--- src/rtl/slem_pkg.sv ---
// Purpose: Shared constants and types of the second-level event manager
// Assumes: 32-bit APB register bus, 125 MHz pclk
// Notes: Peripheral slots: 0 timer1, 1 timer2, 2 serial1, 3 serial2, 4 converter
package slem_pkg;

  // ****************************************
  // Sizes and timing
  // ****************************************
  localparam int NPER = 5;
  localparam int NTOP = 17;
  localparam int WD_W = 28;
  localparam real CLK_HZ = 125000000.0;
  localparam real WDOG_LOW_WATER_S = 1.792;
  localparam int unsigned WDOG_LOW_WATER_CYC = int'(WDOG_LOW_WATER_S * CLK_HZ);

  // ****************************************
  // Register byte addresses
  // ****************************************
  localparam logic [11:0] OFS_FLAG0 = 12'h000;
  localparam logic [11:0] OFS_NMI_FLAGS = 12'h014;
  localparam logic [11:0] OFS_MISS = 12'h018;
  localparam logic [11:0] OFS_CFG0 = 12'h040;
  localparam logic [11:0] OFS_TOP_EN_SET = 12'h100;
  localparam logic [11:0] OFS_TOP_EN_CLR = 12'h180;
  localparam logic [11:0] OFS_TOP_PEND_SET = 12'h200;
  localparam logic [11:0] OFS_TOP_PEND_CLR = 12'h280;
  localparam logic [11:0] OFS_AUX_FAULT = 12'h300;
  localparam logic [11:0] OFS_CTRL = 12'h304;
  localparam logic [11:0] OFS_WDOG_RESTART = 12'h308;

  // ****************************************
  // Field layouts
  // ****************************************
  localparam logic [4:0][15:0] PER_MASK = {16'h001F, 16'h1FFF, 16'h7FFF, 16'h005F, 16'h005F};
  localparam logic [4:0][4:0] PER_TOP = {5'h0B, 5'h06, 5'h05, 5'h01, 5'h00};
  localparam logic [16:0] DIRECT_MASK = 17'h1F79C;
  localparam int NMI_XTAL = 0;
  localparam int NMI_WDOG = 1;
  localparam int AF_MISSED = 0;
  localparam int AF_RESERVED = 1;
  localparam int AF_PROTECTED = 2;
  localparam int AF_WRONG_SIZE = 3;
  localparam int CTRL_XTAL = 0;
  localparam int CTRL_WDOG = 1;
  localparam logic [1:0] SIZE_WORD = 2'h2;
  localparam logic [31:0] RESET_WORD = 32'h0000_0000;

  // ****************************************
  // Carriers
  // ****************************************
  typedef struct packed {
    logic valid;
    logic write;
    logic unpriv;
    logic [1:0] size;
    logic [1:0] addr_lo;
    logic is_apb_reg;
    logic is_sys_periph;
    logic is_prot_ram;
    logic beyond_last_reg;
    logic beyond_mem_top;
  } slem_access_t;

  typedef struct packed {
    logic [NPER-1:0][15:0] flags;
    logic [NPER-1:0][15:0] cfg;
    logic [NTOP-1:0] miss;
    logic [NTOP-1:0] top_en;
    logic [NTOP-1:0] top_pend;
    logic [NTOP-1:0] irq;
    logic [1:0] nmi_flags;
    logic nmi;
    logic [3:0] afsr;
    logic hard_fault;
    logic bus_fault;
    logic on_xtal;
    logic xfail_pend;
    logic wdog_en;
    logic [WD_W-1:0] wdog_cnt;
    logic [2:0] xsync;
    logic xtal_ok;
    logic pready;
    logic pslverr;
    logic [31:0] prdata;
  } slem_state_t;

endpackage : slem_pkg

--- src/rtl/slem_top.sv ---
// Purpose: Second-level event manager with NMI sources and bus fault recording
// Assumes: Event inputs are one-cycle pulses from pclk logic; xtal_ok is an async pin
// Notes: APB slave, two-cycle access phase; all outputs registered
//
// The register addresses and the APB interface to the registers are this design's own decisions.
`timescale 1ns/10ps
module slem_top #(
  parameter int unsigned WDOG_CYCLES = slem_pkg::WDOG_LOW_WATER_CYC
) (
  input wire logic pclk,
  input wire logic presetn,
  input wire logic clk_en,
  input wire logic psel,
  input wire logic penable,
  input wire logic pwrite,
  input wire logic [11:0] paddr,
  input wire logic [31:0] pwdata,
  input wire logic [3:0] pstrb,
  output logic [31:0] prdata,
  output logic pready,
  output logic pslverr,
  input wire logic [slem_pkg::NPER-1:0][15:0] periph_event,
  input wire logic [slem_pkg::NTOP-1:0] direct_req,
  input wire logic xtal_ok,
  input wire slem_pkg::slem_access_t sys_access,
  output logic [slem_pkg::NTOP-1:0] top_irq,
  output logic nmi,
  output logic hard_fault,
  output logic bus_fault,
  output logic sysclk_on_xtal
);

  localparam logic [slem_pkg::WD_W-1:0] WD_LAST = slem_pkg::WD_W'(WDOG_CYCLES - 1);

  // ****************************************
  // Address decode
  // ****************************************
  function automatic logic addr_mapped(input logic [11:0] a);
    if (a >= slem_pkg::OFS_FLAG0 && a <= slem_pkg::OFS_MISS && a[1:0] == 2'h0) begin
      return 1'b1;
    end else if (a >= slem_pkg::OFS_CFG0 && a < slem_pkg::OFS_CFG0 + 12'h014 && a[1:0] == 2'h0) begin
      return 1'b1;
    end else if (a == slem_pkg::OFS_TOP_EN_SET || a == slem_pkg::OFS_TOP_EN_CLR) begin
      return 1'b1;
    end else if (a == slem_pkg::OFS_TOP_PEND_SET || a == slem_pkg::OFS_TOP_PEND_CLR) begin
      return 1'b1;
    end else if (a == slem_pkg::OFS_AUX_FAULT || a == slem_pkg::OFS_CTRL) begin
      return 1'b1;
    end else begin
      return a == slem_pkg::OFS_WDOG_RESTART;
    end
  endfunction : addr_mapped

  slem_pkg::slem_state_t r;
  slem_pkg::slem_state_t r_nxt;
  logic acc_ok;
  logic wr_go;
  logic [31:0] rd_val;
  localparam int NTOP_W = slem_pkg::NTOP;
  logic [NTOP_W-1:0] per_level;
  logic [3:0] cause;
  logic xtal_lost;

  assign acc_ok = addr_mapped(paddr) && (!pwrite || pstrb == 4'hF);
  assign wr_go = psel && penable && r.pready && pwrite && acc_ok;
  assign xtal_lost = (r.xsync[1] == r.xsync[2]) && !r.xsync[2];

  // ****************************************
  // Next state
  // ****************************************
  always_comb begin
    r_nxt = r;
    per_level = '0;
    cause = '0;
    rd_val = slem_pkg::RESET_WORD;
    // Event capture, masking and miss detection
    for (int p = 0; p < slem_pkg::NPER; p++) begin
      if (|(r.flags[p] & r.cfg[p])) begin
        per_level[slem_pkg::PER_TOP[p]] = 1'b1;
      end
      if (|(periph_event[p] & r.cfg[p] & r.flags[p] & slem_pkg::PER_MASK[p])) begin
        r_nxt.miss[slem_pkg::PER_TOP[p]] = 1'b1;
      end
      if (wr_go && paddr == slem_pkg::OFS_FLAG0 + 12'(4 * p)) begin
        r_nxt.flags[p] = r.flags[p] & ~pwdata[15:0];
      end
      if (wr_go && paddr == slem_pkg::OFS_CFG0 + 12'(4 * p)) begin
        r_nxt.cfg[p] = pwdata[15:0] & slem_pkg::PER_MASK[p];
      end
      r_nxt.flags[p] = r_nxt.flags[p] | (periph_event[p] & slem_pkg::PER_MASK[p]);
    end
    // Top-level enable and pending latches
    if (wr_go && paddr == slem_pkg::OFS_TOP_EN_SET) begin
      r_nxt.top_en = r.top_en | pwdata[16:0];
    end
    if (wr_go && paddr == slem_pkg::OFS_TOP_EN_CLR) begin
      r_nxt.top_en = r.top_en & ~pwdata[16:0];
    end
    if (wr_go && paddr == slem_pkg::OFS_TOP_PEND_CLR) begin
      r_nxt.top_pend = r.top_pend & ~pwdata[16:0];
    end
    if (wr_go && paddr == slem_pkg::OFS_TOP_PEND_SET) begin
      r_nxt.top_pend = r.top_pend | pwdata[16:0];
    end
    // Level sources hold pending against any clear
    r_nxt.top_pend = r_nxt.top_pend | per_level | (direct_req & slem_pkg::DIRECT_MASK);
    r_nxt.irq = r.top_pend & r.top_en;
    if (wr_go && paddr == slem_pkg::OFS_MISS) begin
      r_nxt.miss = r_nxt.miss & ~pwdata[16:0];
      for (int p = 0; p < slem_pkg::NPER; p++) begin
        if (|(periph_event[p] & r.cfg[p] & r.flags[p] & slem_pkg::PER_MASK[p])) begin
          r_nxt.miss[slem_pkg::PER_TOP[p]] = 1'b1;
        end
      end
    end
    // Crystal supervision
    // Loss counts only once stages two and three agree
    r_nxt.xsync = {r.xsync[1:0], xtal_ok};
    if (r.xsync[1] == r.xsync[2]) begin
      r_nxt.xtal_ok = r.xsync[2];
    end
    if (wr_go && paddr == slem_pkg::OFS_CTRL) begin
      r_nxt.on_xtal = pwdata[slem_pkg::CTRL_XTAL] && r.xtal_ok;
      r_nxt.wdog_en = pwdata[slem_pkg::CTRL_WDOG];
    end
    r_nxt.xfail_pend = 1'b0;
    if (r.on_xtal && xtal_lost) begin
      r_nxt.on_xtal = 1'b0;
      r_nxt.xfail_pend = 1'b1;
    end
    // Watchdog low-water mark
    // Counter saturates: one low-water event per restart
    if (!r.wdog_en || (wr_go && paddr == slem_pkg::OFS_WDOG_RESTART)) begin
      r_nxt.wdog_cnt = '0;
    end else if (r.wdog_cnt != WD_LAST) begin
      r_nxt.wdog_cnt = r.wdog_cnt + 1'b1;
    end
    if (wr_go && paddr == slem_pkg::OFS_NMI_FLAGS) begin
      r_nxt.nmi_flags = r.nmi_flags & ~pwdata[1:0];
    end
    if (r.xfail_pend) begin
      r_nxt.nmi_flags[slem_pkg::NMI_XTAL] = 1'b1;
    end
    if (r.wdog_en && r.wdog_cnt == WD_LAST - 1'b1) begin
      r_nxt.nmi_flags[slem_pkg::NMI_WDOG] = 1'b1;
    end
    r_nxt.nmi = |r.nmi_flags;
    // Bus fault causes
    if (sys_access.valid) begin
      cause[slem_pkg::AF_WRONG_SIZE] = (sys_access.is_apb_reg && sys_access.size != slem_pkg::SIZE_WORD)
        || (sys_access.size == slem_pkg::SIZE_WORD && sys_access.addr_lo != 2'h0);
      cause[slem_pkg::AF_PROTECTED] = sys_access.write && sys_access.unpriv
        && (sys_access.is_sys_periph || sys_access.is_prot_ram);
      cause[slem_pkg::AF_RESERVED] = sys_access.beyond_last_reg || sys_access.beyond_mem_top;
    end
    if (wr_go && paddr == slem_pkg::OFS_AUX_FAULT) begin
      r_nxt.afsr = r.afsr & ~pwdata[3:0];
    end
    r_nxt.afsr = r_nxt.afsr | cause;
    r_nxt.hard_fault = 1'b0;
    r_nxt.bus_fault = 1'b0;
    if (cause != 4'h0) begin
      if (r.afsr != 4'h0) begin
        r_nxt.afsr[slem_pkg::AF_MISSED] = 1'b1;
        r_nxt.hard_fault = 1'b1;
      end else begin
        r_nxt.bus_fault = 1'b1;
      end
    end
    // Register read mux
    if (paddr >= slem_pkg::OFS_FLAG0 && paddr < slem_pkg::OFS_NMI_FLAGS) begin
      rd_val = {16'h0000, r.flags[paddr[4:2]]};
    end else if (paddr == slem_pkg::OFS_NMI_FLAGS) begin
      rd_val = {30'h0000_0000, r.nmi_flags};
    end else if (paddr == slem_pkg::OFS_MISS) begin
      rd_val = {15'h0000, r.miss};
    end else if (paddr >= slem_pkg::OFS_CFG0 && paddr < slem_pkg::OFS_CFG0 + 12'h014) begin
      rd_val = {16'h0000, r.cfg[paddr[4:2]]};
    end else if (paddr == slem_pkg::OFS_TOP_EN_SET || paddr == slem_pkg::OFS_TOP_EN_CLR) begin
      rd_val = {15'h0000, r.top_en};
    end else if (paddr == slem_pkg::OFS_TOP_PEND_SET || paddr == slem_pkg::OFS_TOP_PEND_CLR) begin
      rd_val = {15'h0000, r.top_pend};
    end else if (paddr == slem_pkg::OFS_AUX_FAULT) begin
      rd_val = {28'h000_0000, r.afsr};
    end else if (paddr == slem_pkg::OFS_CTRL) begin
      rd_val = {30'h0000_0000, r.wdog_en, r.on_xtal};
    end
    // APB handshake: ready one cycle into the access phase
    if (psel && penable && !r.pready) begin
      r_nxt.pready = 1'b1;
      r_nxt.pslverr = !acc_ok;
      r_nxt.prdata = (pwrite || !acc_ok) ? slem_pkg::RESET_WORD : rd_val;
    end else begin
      r_nxt.pready = 1'b0;
      r_nxt.pslverr = 1'b0;
      r_nxt.prdata = slem_pkg::RESET_WORD;
    end
  end

  always_ff @(posedge pclk or negedge presetn) begin
    if (!presetn) begin
      r <= '0;
    end else if (clk_en) begin
      r <= r_nxt;
    end
  end

  assign prdata = r.prdata;
  assign pready = r.pready;
  assign pslverr = r.pslverr;
  assign top_irq = r.irq;
  assign nmi = r.nmi;
  assign hard_fault = r.hard_fault;
  assign bus_fault = r.bus_fault;
  assign sysclk_on_xtal = r.on_xtal;

  logic clr_t1;
  assign clr_t1 = wr_go && paddr == slem_pkg::OFS_FLAG0 && pwdata[0];
endmodule : slem_top

--- config.mk ---
export PLATFORM = sky130hd
export DESIGN_NAME = slem_top
export DESIGN_NICKNAME = d
export VERILOG_FILES = /design/src/rtl/slem_pkg.sv /design/src/rtl/slem_top.sv
export SDC_FILE = /design/constraint.sdc
export NUM_CORES = 1
export LEC_CHECK = 0
export BUFFER_PORTS_ARGS = -buffer_cell sky130_fd_sc_hd__buf_2
export CAP_MARGIN = 20
export CORE_ASPECT_RATIO = 1.25
export CORE_MARGIN = 2
export CORE_UTILIZATION = 45
export DETAILED_ROUTE_END_ITERATION = 16
export HOLD_SLACK_MARGIN = 0.05
export PLACE_DENSITY = 0.71
export SKIP_CTS_REPAIR_TIMING = 1
export SLEW_MARGIN = 20
export SYNTH_ARGS = -nofsm -noshare
export SYNTH_HDL_FRONTEND = slang
export SYNTH_SLANG_ARGS = --single-unit
--- constraint.sdc ---
create_clock -name pclk -period 2.64 [get_ports pclk]
set_clock_uncertainty 0.15 [all_clocks]
set_input_delay 0.528 -clock pclk [delete_from_list [all_inputs] [get_ports pclk]]
set_output_delay 0.528 -clock pclk [all_outputs]
set_load 0.005 [all_outputs]
Yosys cells after proc, flatten, opt, wreduce, memory -nomap -nowiden
Cells that the tools add are included.

Bits of input ports: 164. Bits in writable memories: 0. Output and inout port bits: 55. Latch bits: 0. Memories: 0. Logic and storage cells: 243. ROM bits: 0. Register bits after elaboration: 271.

Reductions and logical operators: 86. Add/sub/neg operators: 1. Shifts and indexed selects: 0. $mul: 0. Divide/modulo/power cells: 0. Bitwise operators: 40. Magnitude comparators: 6. Eq/ne operators: 24. Mux-type cells: 56.

Operator list (count): $mux W17 (10); $mux W16 (7); $bmux W16 S3 (2); $and A16 B16 Y16 (5); $reduce_or A16 Y1 (5); $and A17 B17 Y17 (4); $eq A12 B10 Y1 const B (5); $eq A12 B7 Y1 const B (5); $mux W28 (2); $or A17 B17 Y17 (3); $logic_and A1 B1 Y1 (38); $eq A12 B5 Y1 const B (3); $mux W34 (1); $and A16 B7 Y16 (2); $mux W32 (1); $or A16 B7 Y16 (2); $and A15 B15 Y15 (2); $add A28 B1 Y28 const B (1); $and A7 B7 Y7 (4); $eq A28 B28 Y1 const B (1); $ne A28 B28 Y1 const B (1); $and A13 B13 Y13 (2); $reduce_and A2 Y1 (13); $eq A12 B4 Y1 const B (2); 44 further kinds (92).

Longest topological paths before layout
Depth in word-level cells: 14. Depth in mapped cells: 9. Gate-level depth less buffers: 7.

Worst setup path before layout
No wires, ideal clock.

Path type: input -> register. Start point: input paddr[5]. End point: register r[258] in the netlist's numbering. Arrival time: 2.547 ns. Stages on the path: 8. Path buffers: 2. Required time: 2.371 ns. Slack: -0.176 ns. Library setup time: 0.119 ns. Cell sequence: or4_1 buf_2 a2111o_1 and3_4 or4_1 buf_2 o21ai_1 nand2_1.

Word-level cells in the longest chain between the ends: 12. Elaborated cells on any way between the ends: 29. Those cells by class: order compare: 4; eq/ne: 8; mux: 6; bitwise: 1; reduce/logical: 10.

RTL lines: start, declared (RTL line slem_top.sv:16) `input wire logic [11:0] paddr,`; parallel branches: the longest is 9 deep, another holds $ge A12 B7 Y1; $logic_and A1 B1 Y1 (*) (RTL line slem_top.sv:84) `if (wr_go && paddr == slem_pkg::OFS_FLAG0 + 12'(4 * p)) begin`; $mux W16 (*) (RTL line slem_top.sv:84); $or A16 B15 Y16 (*) (RTL line slem_top.sv:90) `r_nxt.flags[p] = r_nxt.flags[p] | (periph_event[p] & slem_pkg::PER_MASK[p]);`; end signal, assigned (RTL line slem_top.sv:204) `r <= r_nxt;`; end, declared (RTL line slem_top.sv:54) `slem_pkg::slem_state_t r;`.

Every way passes the cells marked *. A chain may end at the register's enable or synchronous reset.

Final worst setup path
Start point: input paddr[2]. End point: register r, in the netlist prdata[6].

Word-level cells in the longest chain between the ends: 12. Elaborated cells on any way between the ends: 42. Those cells by class: order compare: 5; eq/ne: 9; mux: 17; reduce/logical: 11.

RTL lines: parallel branches: the longest is 10 deep, another holds $ge A12 B7 Y1; $mux W32 (*) (RTL line slem_top.sv:192) `r_nxt.prdata = (pwrite || !acc_ok) ? slem_pkg::RESET_WORD : rd_val;`; $mux W34 (*) (RTL line slem_top.sv:189) `if (psel && penable && !r.pready) begin`.

Every way passes the cells marked *. The select of a mux whose other input is x is not followed.

==> results.md <==
- Outcome: finished, final reports clean
- Via count of the first global-routing pass: approximately 12k
- Vias per cell: between 6 and 7
- Leading cell type by number of instances after synthesis: sky130_fd_sc_hd__dfrtp_1
- Number of synthesized flops with an enable pin: 0
- Growth of design area from synthesis to finish: 20.66%
- Hold path start: periph_event[4]
- Maximum buffer depth of the clock tree: 3
- Hold Path Depth: 3
- Max-capacitance violation count: 0
- Core ar.: 29430 um2
- #FFs+latches synth: 256
- Kind of capture point of the worst setup path: register
- Maximum number of pins on one net before global-route repair: 67
- Number of nets in the layout: 1714
- Buffers on Ports: 148
- Final routed wirelength across all metal layers: 45.46 mm
- TritonRoute pass-1 iters: 7
- Endpoint with the worst hold slack: r[230]$_DFFE_PN0P_
- Count of buffer and inverter cells on the critical path: 4
- Initial standard-cell utilization of the core: 45.88%
- Critical Path Slowest Stage Cell: sky130_fd_sc_hd__a2111oi_0
- Data arrival time of the critical path: ~2.7 ns
- Placed cell areas: 15330 um2
- Cell type with the highest occurrence count on the critical path: sky130_fd_sc_hd__buf_4
- Worst Reg2Reg Path Length in Cells: 6
- GRT Total Usage: 29.10%
- Number of ports placed on the die boundary: 219
- Worst setup startpoint: paddr[2]
- Least setup slack across all paths after layout: 0.2031 ns
- Die ar.: ~31000 um2
- Number of design rule violations left after detail routing: 0
- Final hold vios: 0
- Cells after synthesis: 1371
- Sequential share of the synthesized area: 47.44%
- Sinks on the clock net: about 260
- Post-synthesis cell type count: between 80 and 90
- Synthesized area divided by synthesized cell count: slightly below 10 um2
- Clock-pin slew of the registers on the worst-case setup and hold paths: approximately 0.070 ns
- Period Utilization, post-route: about 92%
- Cells traversed along the worst timing path: buf_2 -> buf_4 -> buf_12 -> mux4_2 -> nor2b_1 -> a21oi_1 -> nor2_1 -> a2111oi_0 -> buf_4 -> o2bb2ai_2
- Hpwl dp: 33.75 mm
- Cell types with the highest counts after synthesis: sky130_fd_sc_hd__dfrtp_1, sky130_fd_sc_hd__nand2_1, sky130_fd_sc_hd__nand3_1
- Cell area after synthesis: 13500 um2
- Clock tree root driver cell: sky130_fd_sc_hd__clkbuf_16
- CTS tree: done
- Time the worst path needs with I/O delays and setup: 2.437 ns
- Worst r2r dst: r[51]$_DFFE_PN0P_
- Antenna violations before repair: 0
- Final Max Tran Viols: 0
- Clk_lat worst skew: 0.55 ns
- Delay-heaviest family, CP: buffers and inverters
- Worst hold slack: 0.04537 ns
- Wire length of the first global-routing pass: 70.84 mm
- FFs w/ async S/R, synth: 100.0%
- Vert. Die Dim: 197.7 um
- Post-route ant nets: 0
- Critical path type: in -> reg
- Average wire length per cell after detail routing: 23.12 um
- Cell accounting for the most synthesized area: sky130_fd_sc_hd__dfrtp_1
- Critical path's largest stage delay: 0.54 ns
- Maximum VDD drop: 0.5596 mV
- Die Wd: 158.9 um
- Number of failing setup endpoints in the final timing report: 0
- First DRT Iteration DRCs: 1297
- Worst setup timing slack at the placement stage: -0.3894 ns
- Total power draw: 8.865 mW
- Std-Cell Rows: 70
- TritonCTS Buffers: 28
- R2r startpoint: r[59]$_DFFE_PN0P_
- Synth top area cells: sky130_fd_sc_hd__dfrtp_1, sky130_fd_sc_hd__nand2_1, sky130_fd_sc_hd__nand3_1
- Highest Clock Rate: 410.4 MHz
- Critical path startpoint category: input pin
- Path type of the worst min-delay path: in -> reg
- RePlAce Congestion: 1.009
- Data required time of the critical path: 2.93 ns
- Flip-flop cell with the highest count after synthesis: sky130_fd_sc_hd__dfrtp_1
- Number of levels in the clock H-tree: 1
- Post-route cell area: 16290 um2
- Share of layout cells above drive strength 1: about a quarter
- Setup slack of the worst register-to-register path: 0.26 ns
- Transition at the pin with the smallest max-transition slack: 0.5589 ns
- Number of vias in the routed layout: 12.11k
- Leakage power: 7.309 nW
- Highest fanout seen on the critical path: 43
- Count of warnings emitted by yosys: 0
- PD cells: 544.1 nW/um2
- Setup repair after global routing missed its margin: false
- Slew margin rel.: 61.78%
- Portion of synthesized cell area occupied by the leading cell type: about 47%
- Global route overflow: 0
-- worst max-delay path by stage --
stage                     depth (start not counted)               endpoint
after floorplan                                   8     r[258]$_DFFE_PN0P_
after global placement                           10  prdata[6]$_DFFE_PN0P_
after detailed placement                         10  prdata[6]$_DFFE_PN0P_
after CTS                                        10  prdata[6]$_DFFE_PN0P_
after global routing                             10  prdata[6]$_DFFE_PN0P_
final                                            10  prdata[6]$_DFFE_PN0P_
-- area by class of cell --
class | count | area [um2]
diodes | 1 | 2.502
clock buffers | 36 | 792.0
clock inverters | 16 | 162.7
fillers | 2635 | 13140
inverters | 39 | 146.4
multi-input cells | 949 | 6390
flip-flops and latches | 256 | 6406
well taps | 396 | 495.5
repair buffers | 273 | 1898
-- placed cells by master (no fill, tap or decap), drive strengths merged, types with 15 or more instances in the layout --
cell type,n
nor2,76
o41ai,15
dfrtp,256
clkbuf,36
nand3,82
o22ai,18
mux2,54
buf,272
nand2,131
a21boi,20
a31oi,45
a21oi,38
and3,22
o21ai,65
mux2i,31
nand4,41
a22oi,22
a211oi,31
conb,15
xor2,19
inv,40
nor3,31
o21a,25
a22o,24
-- state kept, by name, summed over array words and instances (netlist names), named ones only --
register	flops
r	199
prdata	17
top_irq	17
bus_fault	1
hard_fault	1
nmi	1
pready	1
pslverr	1
sysclk_on_xtal	1
-- cell families after synthesis --
| logic type | Yosys count | share of synthesized area [%] |
|---|---|---|
| and+or+nand+nor | 452 | 16.91 |
| AOI/OAI and AO/OA | 366 | 19.51 |
| DFF | 256 | 47.44 |
| buffers and inverters | 180 | 6.588 |
| muxes | 91 | 7.802 |
| xor gates and xnor gates | 21 | 1.362 |
| adders and majority gates | 4 | 0.3521 |
| other | 1 | 0.02777 |
-- power breakdown --
group | leakage (nW) | total, mW | switching [mW] | internal, mW
combinational | 3.58 | 0.743 | 0.486 | 0.257
clock | 0.484 | 4.08 | 1.67 | 2.41
sequential | 3.25 | 4.05 | 0.0596 | 3.99
total | 7.31 | 8.87 | 2.21 | 6.65
-- layer usage --
layer | GRT usage (%) | part of all wire (%) | vias to the layer above
met2 | 49.09 | 49 | 638
met3 | 4.157 | 7.2 | 159
met1 | 35.75 | 38 | 5902
met4 | 17.37 | 6.6 | 0
met5 | 0 | 0 | -
li1 | - | - | 5407
-- stage by stage --
| stage | std cells | TNS, ns | util, % |
|---|---|---|---|
| after floorplan | 1385 | -6.993 | - |
| after global placement | 1912 | -28.60 | 52.08 |
| after detailed placement | 1912 | -30.67 | 52.08 |
| after CTS | 1964 | 0 | 55.32 |
| after global routing | 1965 | 0 | 55.36 |
| final | 1966 | 0 | 55.37 |
-- worst min-delay path: cells and delay by family --
kind / cells / cell delay [ns]
buffers and inverters: 1 / 0.09
AND/OR/NAND/NOR: 2 / 0.10
No activity file was read; power rests on OpenSTA's default activity.
